## config.mk

```make
export PLATFORM = sky130hd
export DESIGN_NAME = pcfr_top
export DESIGN_NICKNAME = d
export VERILOG_FILES = /design/src/pcfr_thresh_calc.v /design/src/pcfr_retry_timer.v /design/src/pcfr_top.v
export VERILOG_INCLUDE_DIRS = /design/src
export SDC_FILE = /design/constraint.sdc
export NUM_CORES = 1
export LEC_CHECK = 0
export CAP_MARGIN = 20
export CORE_MARGIN = 10
export CORE_UTILIZATION = 41
export CTS_CLUSTER_SIZE = 25
export DETAILED_ROUTE_END_ITERATION = 12
export DONT_BUFFER_PORTS = 1
export MAX_ROUTING_LAYER = met4
export PLACE_DENSITY = 0.66
export SLEW_MARGIN = 20
export SYNTH_ARGS = -nofsm -noshare
export SYNTH_HDL_FRONTEND = slang
export SYNTH_HIERARCHICAL = 1
export SYNTH_SLANG_ARGS = --single-unit
```

## constraint.sdc

```tcl
create_clock -name ref_clk -period 35 [get_ports ref_clk]
set_input_delay 3.5 -clock ref_clk [delete_from_list [all_inputs] [get_ports ref_clk]]
set_output_delay 3.5 -clock ref_clk [all_outputs]
set_load 0.005 [all_outputs]
```

## src/pcfr_consts.vh

```
// Register map, reset values, field positions and timing counts
`ifndef PCFR_CONSTS_VH
`define PCFR_CONSTS_VH

// ==========================================================
// Register indexes
`define PCFR_IDX_ILIM       2'h0
`define PCFR_IDX_THRESH     2'h1
`define PCFR_IDX_FMODE      2'h2
`define PCFR_IDX_FLAGS      2'h3

// ==========================================================
// Reset values
`define PCFR_RST_ILIM       8'h1B
`define PCFR_RST_THRESH     8'h08
`define PCFR_RST_FMODE      8'h43

// ==========================================================
// Field positions
`define PCFR_SLOPE_HI       7
`define PCFR_SLOPE_LO       5
`define PCFR_TCE_BIT        4
`define PCFR_ILIM_HI        3
`define PCFR_ILIM_LO        0
`define PCFR_ILIM_MAX       4'hB
`define PCFR_GOOD_WINDOW_LOW_SEL_BIT       4
`define PCFR_OVL_HI         3
`define PCFR_OVL_LO         2
`define PCFR_UVL_HI         1
`define PCFR_UVL_LO         0
`define PCFR_THRESH_MASK    8'h1F
`define PCFR_TRE_BIT        7
`define PCFR_PVE_BIT        6
`define PCFR_LSEL_HI        5
`define PCFR_LSEL_LO        1
`define PCFR_PVL_BIT        0

// ==========================================================
// Fault vector order: 0 OV, 1 UV, 2 OC, 3 OT, 4 TR
`define PCFR_NFLT           5
`define PCFR_F_OV           0
`define PCFR_F_UV           1
`define PCFR_FAST_MASK      5'h15

// ==========================================================
// Threshold percentages and floor
`define PCFR_PCT_OV0        8'h6E
`define PCFR_PCT_OV1        8'h78
`define PCFR_PCT_OV2        8'h82
`define PCFR_PCT_UV0        8'h4B
`define PCFR_PCT_UV1        8'h50
`define PCFR_PCT_UV2        8'h55
`define PCFR_PCT_UV3        8'h5A
`define PCFR_PCT_PGL0       8'h5A
`define PCFR_PCT_PGL1       8'h5F
`define PCFR_PCT_PGH        8'h6E
`define PCFR_PCT_DIV        20'h00064
`define PCFR_OV_FLOOR_MV    12'h3E8

// ==========================================================
// Timing
`define PCFR_CLK_KHZ        25000
`define PCFR_RETRY_MS       130
`define PCFR_RETRY_CYC      (`PCFR_RETRY_MS * `PCFR_CLK_KHZ)

`endif

```

## src/pcfr_thresh_calc.v

```verilog
// Absolute protection and good-window thresholds from the setpoint
`timescale 1ns/1ps
`include "pcfr_consts.vh"

module pcfr_thresh_calc #(
   parameter MVW = 12
) (
   input  wire           ref_clk,     // System clock
   input  wire           rst_n,       // Async reset, active low
   input  wire [MVW-1:0] setpoint_mv, // Output setpoint, mV
   input  wire [1:0]     ov_code,     // Overvoltage level code
   input  wire [1:0]     uv_code,     // Undervoltage level code
   input  wire           pg_low_sel,  // Good window low select
   output reg  [MVW-1:0] ovp_mv_r,    // Overvoltage threshold
   output reg  [MVW-1:0] uvp_mv_r,    // Undervoltage threshold
   output reg  [MVW-1:0] pgl_mv_r,    // Good window low limit
   output reg  [MVW-1:0] pgh_mv_r     // Good window high limit
);

   reg  [7:0]     ov_pct;
   reg  [7:0]     uv_pct;
   wire [7:0]     pgl_pct;
   wire [MVW+7:0] ov_full;
   wire [MVW+7:0] uv_full;
   wire [MVW+7:0] pgl_full;
   wire [MVW+7:0] pgh_full;
   wire [MVW-1:0] ov_raw;

   always @* begin
      case (ov_code)
         2'h0:    ov_pct = `PCFR_PCT_OV0;
         2'h1:    ov_pct = `PCFR_PCT_OV1;
         default: ov_pct = `PCFR_PCT_OV2;
      endcase
      case (uv_code)
         2'h0:    uv_pct = `PCFR_PCT_UV0;
         2'h1:    uv_pct = `PCFR_PCT_UV1;
         2'h2:    uv_pct = `PCFR_PCT_UV2;
         default: uv_pct = `PCFR_PCT_UV3;
      endcase
   end

   assign pgl_pct  = pg_low_sel ? `PCFR_PCT_PGL1 : `PCFR_PCT_PGL0;
   assign ov_full  = ({8'h00, setpoint_mv} * ov_pct) / `PCFR_PCT_DIV;
   assign uv_full  = ({8'h00, setpoint_mv} * uv_pct) / `PCFR_PCT_DIV;
   assign pgl_full = ({8'h00, setpoint_mv} * pgl_pct) / `PCFR_PCT_DIV;
   assign pgh_full = ({8'h00, setpoint_mv} * `PCFR_PCT_PGH) / `PCFR_PCT_DIV;
   assign ov_raw   = ov_full[MVW-1:0];

   // Recomputed every cycle so margining moves all levels at once
   always @(posedge ref_clk or negedge rst_n) begin
      if (!rst_n) begin
         ovp_mv_r <= {MVW{1'b0}};
         uvp_mv_r <= {MVW{1'b0}};
         pgl_mv_r <= {MVW{1'b0}};
         pgh_mv_r <= {MVW{1'b0}};
      end else begin
         ovp_mv_r <= (ov_raw < `PCFR_OV_FLOOR_MV) ? `PCFR_OV_FLOOR_MV : ov_raw;
         uvp_mv_r <= uv_full[MVW-1:0];
         pgl_mv_r <= pgl_full[MVW-1:0];
         pgh_mv_r <= pgh_full[MVW-1:0];
      end
   end

endmodule // pcfr_thresh_calc

```

## src/pcfr_retry_timer.v

```verilog
// One-shot interval timer for restart and re-enable spacing
`timescale 1ns/1ps

module pcfr_retry_timer #(
   parameter CW  = 22,
   parameter CYC = 3250000
) (
   input  wire ref_clk,  // System clock
   input  wire rst_n,    // Async reset, active low
   input  wire start,    // Restart the interval
   output reg  done_r    // Interval elapsed, held until start
);

   localparam integer  LOAD_I = CYC - 1;
   localparam [CW-1:0] LOAD   = LOAD_I[CW-1:0];

   reg [CW-1:0] cnt_r;
   reg          run_r;

   always @(posedge ref_clk or negedge rst_n) begin
      if (!rst_n) begin
         cnt_r  <= {CW{1'b0}};
         run_r  <= 1'b0;
         done_r <= 1'b0;
      end else if (start) begin
         cnt_r  <= LOAD;
         run_r  <= 1'b1;
         done_r <= 1'b0;
      end else if (run_r) begin
         if (cnt_r == {CW{1'b0}}) begin
            run_r  <= 1'b0;
            done_r <= 1'b1;
         end else begin
            cnt_r <= cnt_r - 1'b1;
         end
      end
   end

endmodule // pcfr_retry_timer

```

## src/pcfr_top.v

```verilog
// Protection configuration registers and fault restart control
//
// Notes on behaviour
// - Slope code bits 7:5, default 000
// - Bit 4 enables temperature compensation, default on
// - Current limit codes above Bh read as Bh
// - Threshold bit 4 picks 95 or 90 percent
// - Overvoltage code: 110, 120, 130, 130 percent
// - Undervoltage code: 75, 80, 85, 90 percent
// - Thresholds follow every setpoint change
// - Fault mode bit 7 enables tracking fault
// - Fault mode bit 5 latches tracking fault
// - Bits 4..1 latch OT, OC, UV, OV
// - Non-latching: retry every 130 ms
// - Every restart ramps, never jumps
// - Latching: output stays off, no retry
// - Re-enable needs 130 ms and cleared cause
// - Clear flag, recycle turn-on, or power cycle
// - Tripped protection drives its flag to 0
// - Overvoltage threshold never below 1.0 V
// - Good window upper limit fixed 110 percent
`timescale 1ns/1ps
`include "pcfr_consts.vh"

module pcfr_top #(
   parameter MVW       = 12,
   parameter RETRY_CYC = `PCFR_RETRY_CYC
) (
   input  wire           ref_clk,           // 25 MHz clock
   input  wire           rst_n,             // Async reset, active low
   input  wire           reg_wr,            // Register write strobe
   input  wire [1:0]     reg_addr,          // Register index
   input  wire [7:0]     reg_wdata,         // Write data
   output wire [7:0]     reg_rdata,         // Read data, registered
   input  wire [MVW-1:0] setpoint_mv,       // Output setpoint, mV
   input  wire           turn_on_cmd,       // Turn-on command level
   input  wire           ramp_done,         // Ramp reached setpoint
   input  wire           ov_det,            // Overvoltage comparator
   input  wire           uv_det,            // Undervoltage comparator
   input  wire           oc_det,            // Overcurrent comparator
   input  wire           ot_det,            // Overtemperature sensor
   input  wire           tr_det,            // Tracking error comparator
   input  wire [4:0]     flag_clr,          // Flag clear pulses
   output wire           out_enable,        // Power stage on
   output wire           ramp_req,          // Ramp under track/seq
   output wire           fast_off,          // Instant switch turn-off
   output wire           low_side_on,       // Low side clamp on
   output wire [2:0]     load_line_slope,   // Slope code
   output wire           temp_comp_enable,  // Current limit comp
   output wire [3:0]     current_limit_setpoint, // Limit code
   output wire [7:0]     protection_flags,  // Status, active low
   output wire [MVW-1:0] ovp_thresh_mv,     // Overvoltage level
   output wire [MVW-1:0] uvp_thresh_mv,     // Undervoltage level
   output wire [MVW-1:0] pg_low_mv,         // Good window low
   output wire [MVW-1:0] pg_high_mv         // Good window high
);

   localparam NF = `PCFR_NFLT;

   // ==========================================================
   // States
   localparam [4:0] S_IDLE  = 5'h01;
   localparam [4:0] S_RAMP  = 5'h02;
   localparam [4:0] S_RUN   = 5'h04;
   localparam [4:0] S_RETRY = 5'h08;
   localparam [4:0] S_LATCH = 5'h10;

   reg  [4:0]    state_r;
   reg  [4:0]    state_nxt;
   reg  [7:0]    ilim_reg_r;
   reg  [7:0]    thresh_reg_r;
   reg  [7:0]    fault_mode_reg_r;
   reg  [NF-1:0] flag_r;
   reg  [NF-1:0] src_r;
   reg  [NF-1:0] src_nxt;
   reg           seen_off_r;
   reg           seen_off_nxt;
   reg  [7:0]    rdata_r;
   reg  [7:0]    rdata_nxt;
   reg           out_en_r;
   reg           ramp_req_r;
   reg           fast_off_r;
   reg           fast_off_nxt;
   reg           low_side_r;
   reg           low_side_nxt;
   reg  [7:0]    flags_out_r;
   reg           tmr_start;
   reg  [3:0]    ilim_wr;

   wire          active;
   wire          in_ramp;
   wire          in_run;
   wire [NF-1:0] raw;
   wire [NF-1:0] cond;
   wire [NF-1:0] latch_sel;
   wire          trip;
   wire          trip_latch;
   wire          cause_gone;
   wire          flags_back;
   wire          rearm;
   wire          tmr_done;

   // ==========================================================
   // Register writes
   always @* begin
      ilim_wr = reg_wdata[`PCFR_ILIM_HI:`PCFR_ILIM_LO];
      if (ilim_wr > `PCFR_ILIM_MAX)
         ilim_wr = `PCFR_ILIM_MAX;
   end

   always @(posedge ref_clk or negedge rst_n) begin
      if (!rst_n) begin
         ilim_reg_r       <= `PCFR_RST_ILIM;
         thresh_reg_r     <= `PCFR_RST_THRESH;
         fault_mode_reg_r <= `PCFR_RST_FMODE;
      end else if (reg_wr) begin
         case (reg_addr)
            `PCFR_IDX_ILIM:
               ilim_reg_r <= {reg_wdata[`PCFR_SLOPE_HI:`PCFR_TCE_BIT], ilim_wr};
            `PCFR_IDX_THRESH:
               thresh_reg_r <= reg_wdata & `PCFR_THRESH_MASK;
            `PCFR_IDX_FMODE:
               fault_mode_reg_r <= reg_wdata;
            default: ;
         endcase
      end
   end

   // ==========================================================
   // Read mux, registered
   always @* begin
      case (reg_addr)
         `PCFR_IDX_ILIM:   rdata_nxt = ilim_reg_r;
         `PCFR_IDX_THRESH: rdata_nxt = thresh_reg_r;
         `PCFR_IDX_FMODE:  rdata_nxt = fault_mode_reg_r;
         default:          rdata_nxt = flags_out_r;
      endcase
   end

   // ==========================================================
   // Fault qualification
   assign in_ramp = state_r[1];
   assign in_run  = state_r[2];
   assign active  = in_ramp | in_run;
   assign raw     = {tr_det, ot_det, oc_det, uv_det, ov_det};

   // UV only in steady state, tracking only while ramping up
   assign cond[`PCFR_F_OV] = ov_det & active;
   assign cond[`PCFR_F_UV] = uv_det & in_run;
   assign cond[2]          = oc_det & active;
   assign cond[3]          = ot_det & active;
   assign cond[4]          = tr_det & in_ramp
                             & fault_mode_reg_r[`PCFR_TRE_BIT];

   // Phase error has no detector; its enable and mode bits only store
   assign latch_sel  = fault_mode_reg_r[`PCFR_LSEL_HI:`PCFR_LSEL_LO];
   assign trip       = |cond;
   assign trip_latch = |(cond & latch_sel);

   // Re-enable qualifiers
   assign cause_gone = ~|(src_r & raw);
   assign flags_back = &(flag_r | ~src_r);
   assign rearm      = tmr_done & cause_gone
                       & (flags_back | (seen_off_r & turn_on_cmd));

   // ==========================================================
   // Status flags, trip beats a same-cycle clear
   genvar gi;
   generate
      for (gi = 0; gi < NF; gi = gi + 1) begin : g_flag
         always @(posedge ref_clk or negedge rst_n) begin
            if (!rst_n)
               flag_r[gi] <= 1'b1;
            else if (cond[gi])
               flag_r[gi] <= 1'b0;
            else if (flag_clr[gi])
               flag_r[gi] <= 1'b1;
         end
      end
   endgenerate

   // ==========================================================
   // Restart sequencer
   always @* begin
      state_nxt    = state_r;
      src_nxt      = src_r;
      seen_off_nxt = seen_off_r;
      tmr_start    = 1'b0;
      fast_off_nxt = fast_off_r;
      low_side_nxt = low_side_r;
      case (state_r)
         S_IDLE: begin
            fast_off_nxt = 1'b0;
            low_side_nxt = 1'b0;
            if (turn_on_cmd)
               state_nxt = S_RAMP;
         end
         S_RAMP, S_RUN: begin
            if (trip) begin
               src_nxt      = cond;
               seen_off_nxt = 1'b0;
               tmr_start    = 1'b1;
               fast_off_nxt = |(cond & `PCFR_FAST_MASK);
               low_side_nxt = cond[`PCFR_F_OV];
               state_nxt    = trip_latch ? S_LATCH : S_RETRY;
            end else if (!turn_on_cmd) begin
               state_nxt = S_IDLE;
            end else if (in_ramp && ramp_done) begin
               state_nxt = S_RUN;
            end
         end
         S_RETRY: begin
            if (!turn_on_cmd) begin
               state_nxt = S_IDLE;
            end else if (tmr_done) begin
               fast_off_nxt = 1'b0;
               low_side_nxt = 1'b0;
               state_nxt    = S_RAMP;
            end
         end
         S_LATCH: begin
            if (!turn_on_cmd)
               seen_off_nxt = 1'b1;
            if (rearm && turn_on_cmd) begin
               fast_off_nxt = 1'b0;
               low_side_nxt = 1'b0;
               state_nxt    = S_RAMP;
            end
         end
         default: state_nxt = S_IDLE;
      endcase
   end

   always @(posedge ref_clk or negedge rst_n) begin
      if (!rst_n) begin
         state_r     <= S_IDLE;
         src_r       <= {NF{1'b0}};
         seen_off_r  <= 1'b0;
         out_en_r    <= 1'b0;
         ramp_req_r  <= 1'b0;
         fast_off_r  <= 1'b0;
         low_side_r  <= 1'b0;
         rdata_r     <= 8'h00;
         flags_out_r <= 8'hFF;
      end else begin
         state_r     <= state_nxt;
         src_r       <= src_nxt;
         seen_off_r  <= seen_off_nxt;
         out_en_r    <= state_nxt[1] | state_nxt[2];
         ramp_req_r  <= state_nxt[1];
         fast_off_r  <= fast_off_nxt;
         low_side_r  <= low_side_nxt;
         rdata_r     <= rdata_nxt;
         flags_out_r <= {2'h3, flag_r[4], flag_r[3], flag_r[2],
                         flag_r[1], flag_r[0], 1'b1};
      end
   end

   // ==========================================================
   // Interval timer and threshold arithmetic
   pcfr_retry_timer #(
      .CW  (22),
      .CYC (RETRY_CYC)
   ) u_timer (
      .ref_clk (ref_clk),
      .rst_n   (rst_n),
      .start   (tmr_start),
      .done_r  (tmr_done)
   );

   pcfr_thresh_calc #(
      .MVW (MVW)
   ) u_thresh (
      .ref_clk     (ref_clk),
      .rst_n       (rst_n),
      .setpoint_mv (setpoint_mv),
      .ov_code     (thresh_reg_r[`PCFR_OVL_HI:`PCFR_OVL_LO]),
      .uv_code     (thresh_reg_r[`PCFR_UVL_HI:`PCFR_UVL_LO]),
      .pg_low_sel  (thresh_reg_r[`PCFR_GOOD_WINDOW_LOW_SEL_BIT]),
      .ovp_mv_r    (ovp_thresh_mv),
      .uvp_mv_r    (uvp_thresh_mv),
      .pgl_mv_r    (pg_low_mv),
      .pgh_mv_r    (pg_high_mv)
   );

   // ==========================================================
   // Outputs
   assign reg_rdata              = rdata_r;
   assign out_enable             = out_en_r;
   assign ramp_req               = ramp_req_r;
   assign fast_off               = fast_off_r;
   assign low_side_on            = low_side_r;
   assign load_line_slope        = ilim_reg_r[`PCFR_SLOPE_HI:`PCFR_SLOPE_LO];
   assign temp_comp_enable       = ilim_reg_r[`PCFR_TCE_BIT];
   assign current_limit_setpoint = ilim_reg_r[`PCFR_ILIM_HI:`PCFR_ILIM_LO];
   assign protection_flags       = flags_out_r;

endmodule // pcfr_top

```

==> summary.md <==
| Metric | Value |
|---|---|
| Row count | 94 |
| H-tree levels | 4 |
| Post-route setup slack | approximately 16 ns |
| Starting density of the core | 41.5% |
| Worst reg2reg endpoint | u_thresh/uvp_mv_r[0]$_DFF_PN0_ |
| Placed cell area | roughly 28,000 sq um |
| Post-synthesis share of cell area spent on and, or, nand and nor gates | between 20% and 30% |
| Buffer levels on the longest clock path | 2 |
| DRC violation count after routing | 0 |
| Cell at the root of the clock tree | sky130_fd_sc_hd__clkbuf_16 |
| Slowest cell delay on critical path | ~0.77 ns |
| Clock tree from TritonCTS | yes |
| Class of the tightest hold or removal check | register to register |
| Transition time of the tightest slew-check pin | between 1 and 1.5 ns |
| Minimum setup slack after placement | 15.53 ns |
| DR WL met2 | between 30,000 and 40,000 um |
| Via count of the first global-routing pass | ~25,000 |
| Post-CTS Hold Fix Bufs | 0 |
| Required @ worst endpoint | 35.36 ns |
| Period Utilization, post-route | 55.1% |
| Setup skew after layout | about 0.014 ns |
| Pins Over Slew Limit | 0 |
| Diode insertion count for antenna repair | 0 |
| Insertion delay to the later sink of the worst-skew pair | 0.48 ns |
| Cell with the most instances on the worst path | sky130_fd_sc_hd__a2111o_1 |
| Clock sink count | between 100 and 150 |
| Total setup buffers inserted after CTS | 0 |
| Die outline width | between 200 and 300 um |
| Core area | 65,900 sq um |
| Number of max-capacitance violations reported | 0 |
| Number of nets in the layout | approximately 3,800 |
| Final Cell Area | around 29,000 sq um |
| CP Data Arrival Time | between 15 and 20 ns |
| Capturing element type of the critical path | register |
| Worst-path maximum fanout | 17 |
| Cell count after synthesis | 3,479 |
| Maximum number of pins on one net before global-route repair | roughly 130 |
| Routed vias | 26,300 |
| Top-level I/O count | between 100 and 150 |
| Antenna violations before repair | 0 |
| Highest attainable clock frequency | slightly above 50 MHz |
| Per-cell routed wire length | around 18 um |
| Routability Congestion | about 0.96 |
| Count of distinct cell types in the synthesized netlist | between 100 and 150 |
| Uppermost signal routing layer after detailed routing | met4 |
| Max-slew headroom at the worst pin | about 27% |
| Period minus WS final | approximately 19 ns |
| GRT Total Usage | approximately 20% |
| Largest delay share family, worst path | compound AO/OA/AOI/OAI gates |
| Number of enable-type register cells in the synthesized netlist | 0 |
| Hold Startpoint | flag_r[3]$_DFFE_PN1P_ |
| Number of buffer cells added on primary ports | 0 |
| Half-perimeter wire length after detailed placement | ~60,000 um |
| Setup slack, reg-to-reg | between 15 and 20 ns |
| Yosys warning count | 6 |
| Share of the yosys chip area belonging to registers | 11.5% |
| Routed via count divided by cell count | 6.16 |
| Vert. Die Dim | ~280 um |
| Buf/Inv on CP | 5 |
| RSZ-0062 raised after global routing | false |
| Number of clock buffers inserted by TritonCTS | 17 |
| Share of layout cells above drive strength 1 | under 10% |
| Hold Violations, Final | 0 |
| Startpoint kind of the worst setup timing path | input pin |
| Fraction of synthesis flops using an asynchronous set or reset pin | 100% |
| Worst R2R Path Depth | a little under 50 |
| Commonest non-fill, non-tap cell in the layout | sky130_fd_sc_hd__nor2_1 |
| Critical Setup Path Class | input pin to register |
| Slowest cell on the critical path | sky130_fd_sc_hd__xor2_1 |
| Die Footprint | between 70,000 and 80,000 sq um |
| Cts repair resizes | 0 |
| Met1 wire length | between 30,000 and 40,000 um |
| Mean cell area of the mapped netlist | a little under 8 sq um |
| Drt initial violations | about 2,400 |
| Clock-pin slew of the registers on the worst-case setup and hold paths | 0.07 ns |
| Seq cells post-synth | 125 |
| Layout Area Growth over Synthesis | 4.71% |
| Compound-Gate Fraction of Synth Area | between 20 and 30% |
| Instance count along the most critical hold path | 0 |
| Run status | finished clean |
| TNS Setup | 0 ns |
| Prevailing post-synth register cell | sky130_fd_sc_hd__dfrtp_1 |
| Adder-cell share of the synthesized area | between 10% and 20% |
| Mapped Area | roughly 27,000 sq um |
| Global-route wire length before repair | 128,000 um |
| Largest family of logic cells by synthesized area | compound AO/OA/AOI/OAI gates |
| Reg-to-Reg Start | thresh_reg_r[0]$_DFFE_PN0P_ |
| Worst min-delay path endpoint | protection_flags[4]$_DFF_PN1_ |
| Fin util | between 40% and 50% |
| Met3 wire len | around 3600 um |
| Post-synthesis share of cell area spent on xor and xnor gates | 6.62% |
| Most used cells in the layout excluding fill and tap cells | sky130_fd_sc_hd__nor2_1, sky130_fd_sc_hd__nand2_1, sky130_fd_sc_hd__inv_1 |
| Total length of routed wires | 77,700 um |
| Pre-antenna DRT Iters | 8 |
| Final ANT Viol Nets | 0 |
| Total congestion overflow | 0 |
| # setup viols final | 0 |
| Multiplexer area fraction after synthesis | under 10% |
==> flip-flops by register name, indices dropped and copies added, names as in the netlist, 8 cells and up <==
register / cells
reg_rdata: 8
ilim_reg_r: 8
u_thresh/ovp_mv_r: 12
u_thresh/pgh_mv_r: 12
u_timer/cnt_r: 22
u_thresh/uvp_mv_r: 12
fault_mode_reg_r: 8
u_thresh/pgl_mv_r: 12
==> cells by family (layout without fill, tap and decap cells) <==
family                   Yosys count  in the layout
AND/OR/NAND/NOR                 1228           1228
buffers and inverters            376            308
multiplexers                      91             91
AO/OA/AOI/OAI                   1112           1112
other                              2              4
XOR/XNOR                         205            205
adder cells (fa/ha/maj)          340            340
flip-flops                       125            125
==> how the worst max path moves through the flow <==
stage                         startpoint                              to  slack (ns)  cells after the start
after floorplan           setpoint_mv[5]  u_thresh/ovp_mv_r[0]$_DFF_PN0_       17.90                     54
after global placement    setpoint_mv[5]  u_thresh/pgh_mv_r[0]$_DFF_PN0_       15.68                     49
after detailed placement  setpoint_mv[5]  u_thresh/pgh_mv_r[0]$_DFF_PN0_       15.53                     49
after CTS                 setpoint_mv[5]  u_thresh/pgh_mv_r[0]$_DFF_PN0_       16.00                     49
after global routing      setpoint_mv[5]  u_thresh/pgh_mv_r[0]$_DFF_PN0_       14.59                     50
final                     setpoint_mv[5]  u_thresh/pgh_mv_r[0]$_DFF_PN0_       15.70                     50
==> Yosys cell counts (all sizes together), types with 82 or more instances <==
| master | instances | area (sq um) |
|---|---|---|
| inv | 263 | 987 |
| nor3 | 117 | 669 |
| fa | 144 | 2880 |
| o21ai | 184 | 932 |
| a211oi | 82 | 658 |
| nand2 | 275 | 1050 |
| a21oi | 218 | 1130 |
| xnor2 | 151 | 1320 |
| nand3 | 102 | 510 |
| dfrtp | 106 | 2650 |
| ha | 187 | 2340 |
| nor2 | 308 | 1200 |
==> worst register-to-register path: cells and delay by family (launching register included) <==
family	cells	cell delay (ns)
compound gates	24	6.68
xor+xnor	1	0.13
fa+ha+maj	7	3.30
buf+inv	4	0.39
flops	1	0.65
mux	2	1.05
simple gates	11	4.29
==> per-stage QoR <==
stage	hold WS (ns)	instances
2_1_floorplan	0.361	3481
3_3_place_gp	0.367	4245
3_5_place_dp	0.369	4245
4_1_cts	0.380	4277
5_1_grt	0.387	4277
6_report	0.378	4277
==> layer usage <==
metal / vias to the layer above / GRT usage (%)
met5: - / -
met2: 819 / 31.6
met3: 131 / 2.18
met4: 0 / 6.28
li1: 12800 / -
met1: 12600 / 26.5
==> final cells by class <==
cell class	count	area (sq um)
multi-input cells	2980	22700
clock buffers	17	425
well taps	864	1080
flip-flops and latches	125	3150
clock inverters	15	176
repair buffers	13	97.6
fillers	6532	37200
inverters	263	987
Power is left out: the tool's default activity adds up to more than one toggle a clock period on the data nets, which glitch-free logic cannot reach.
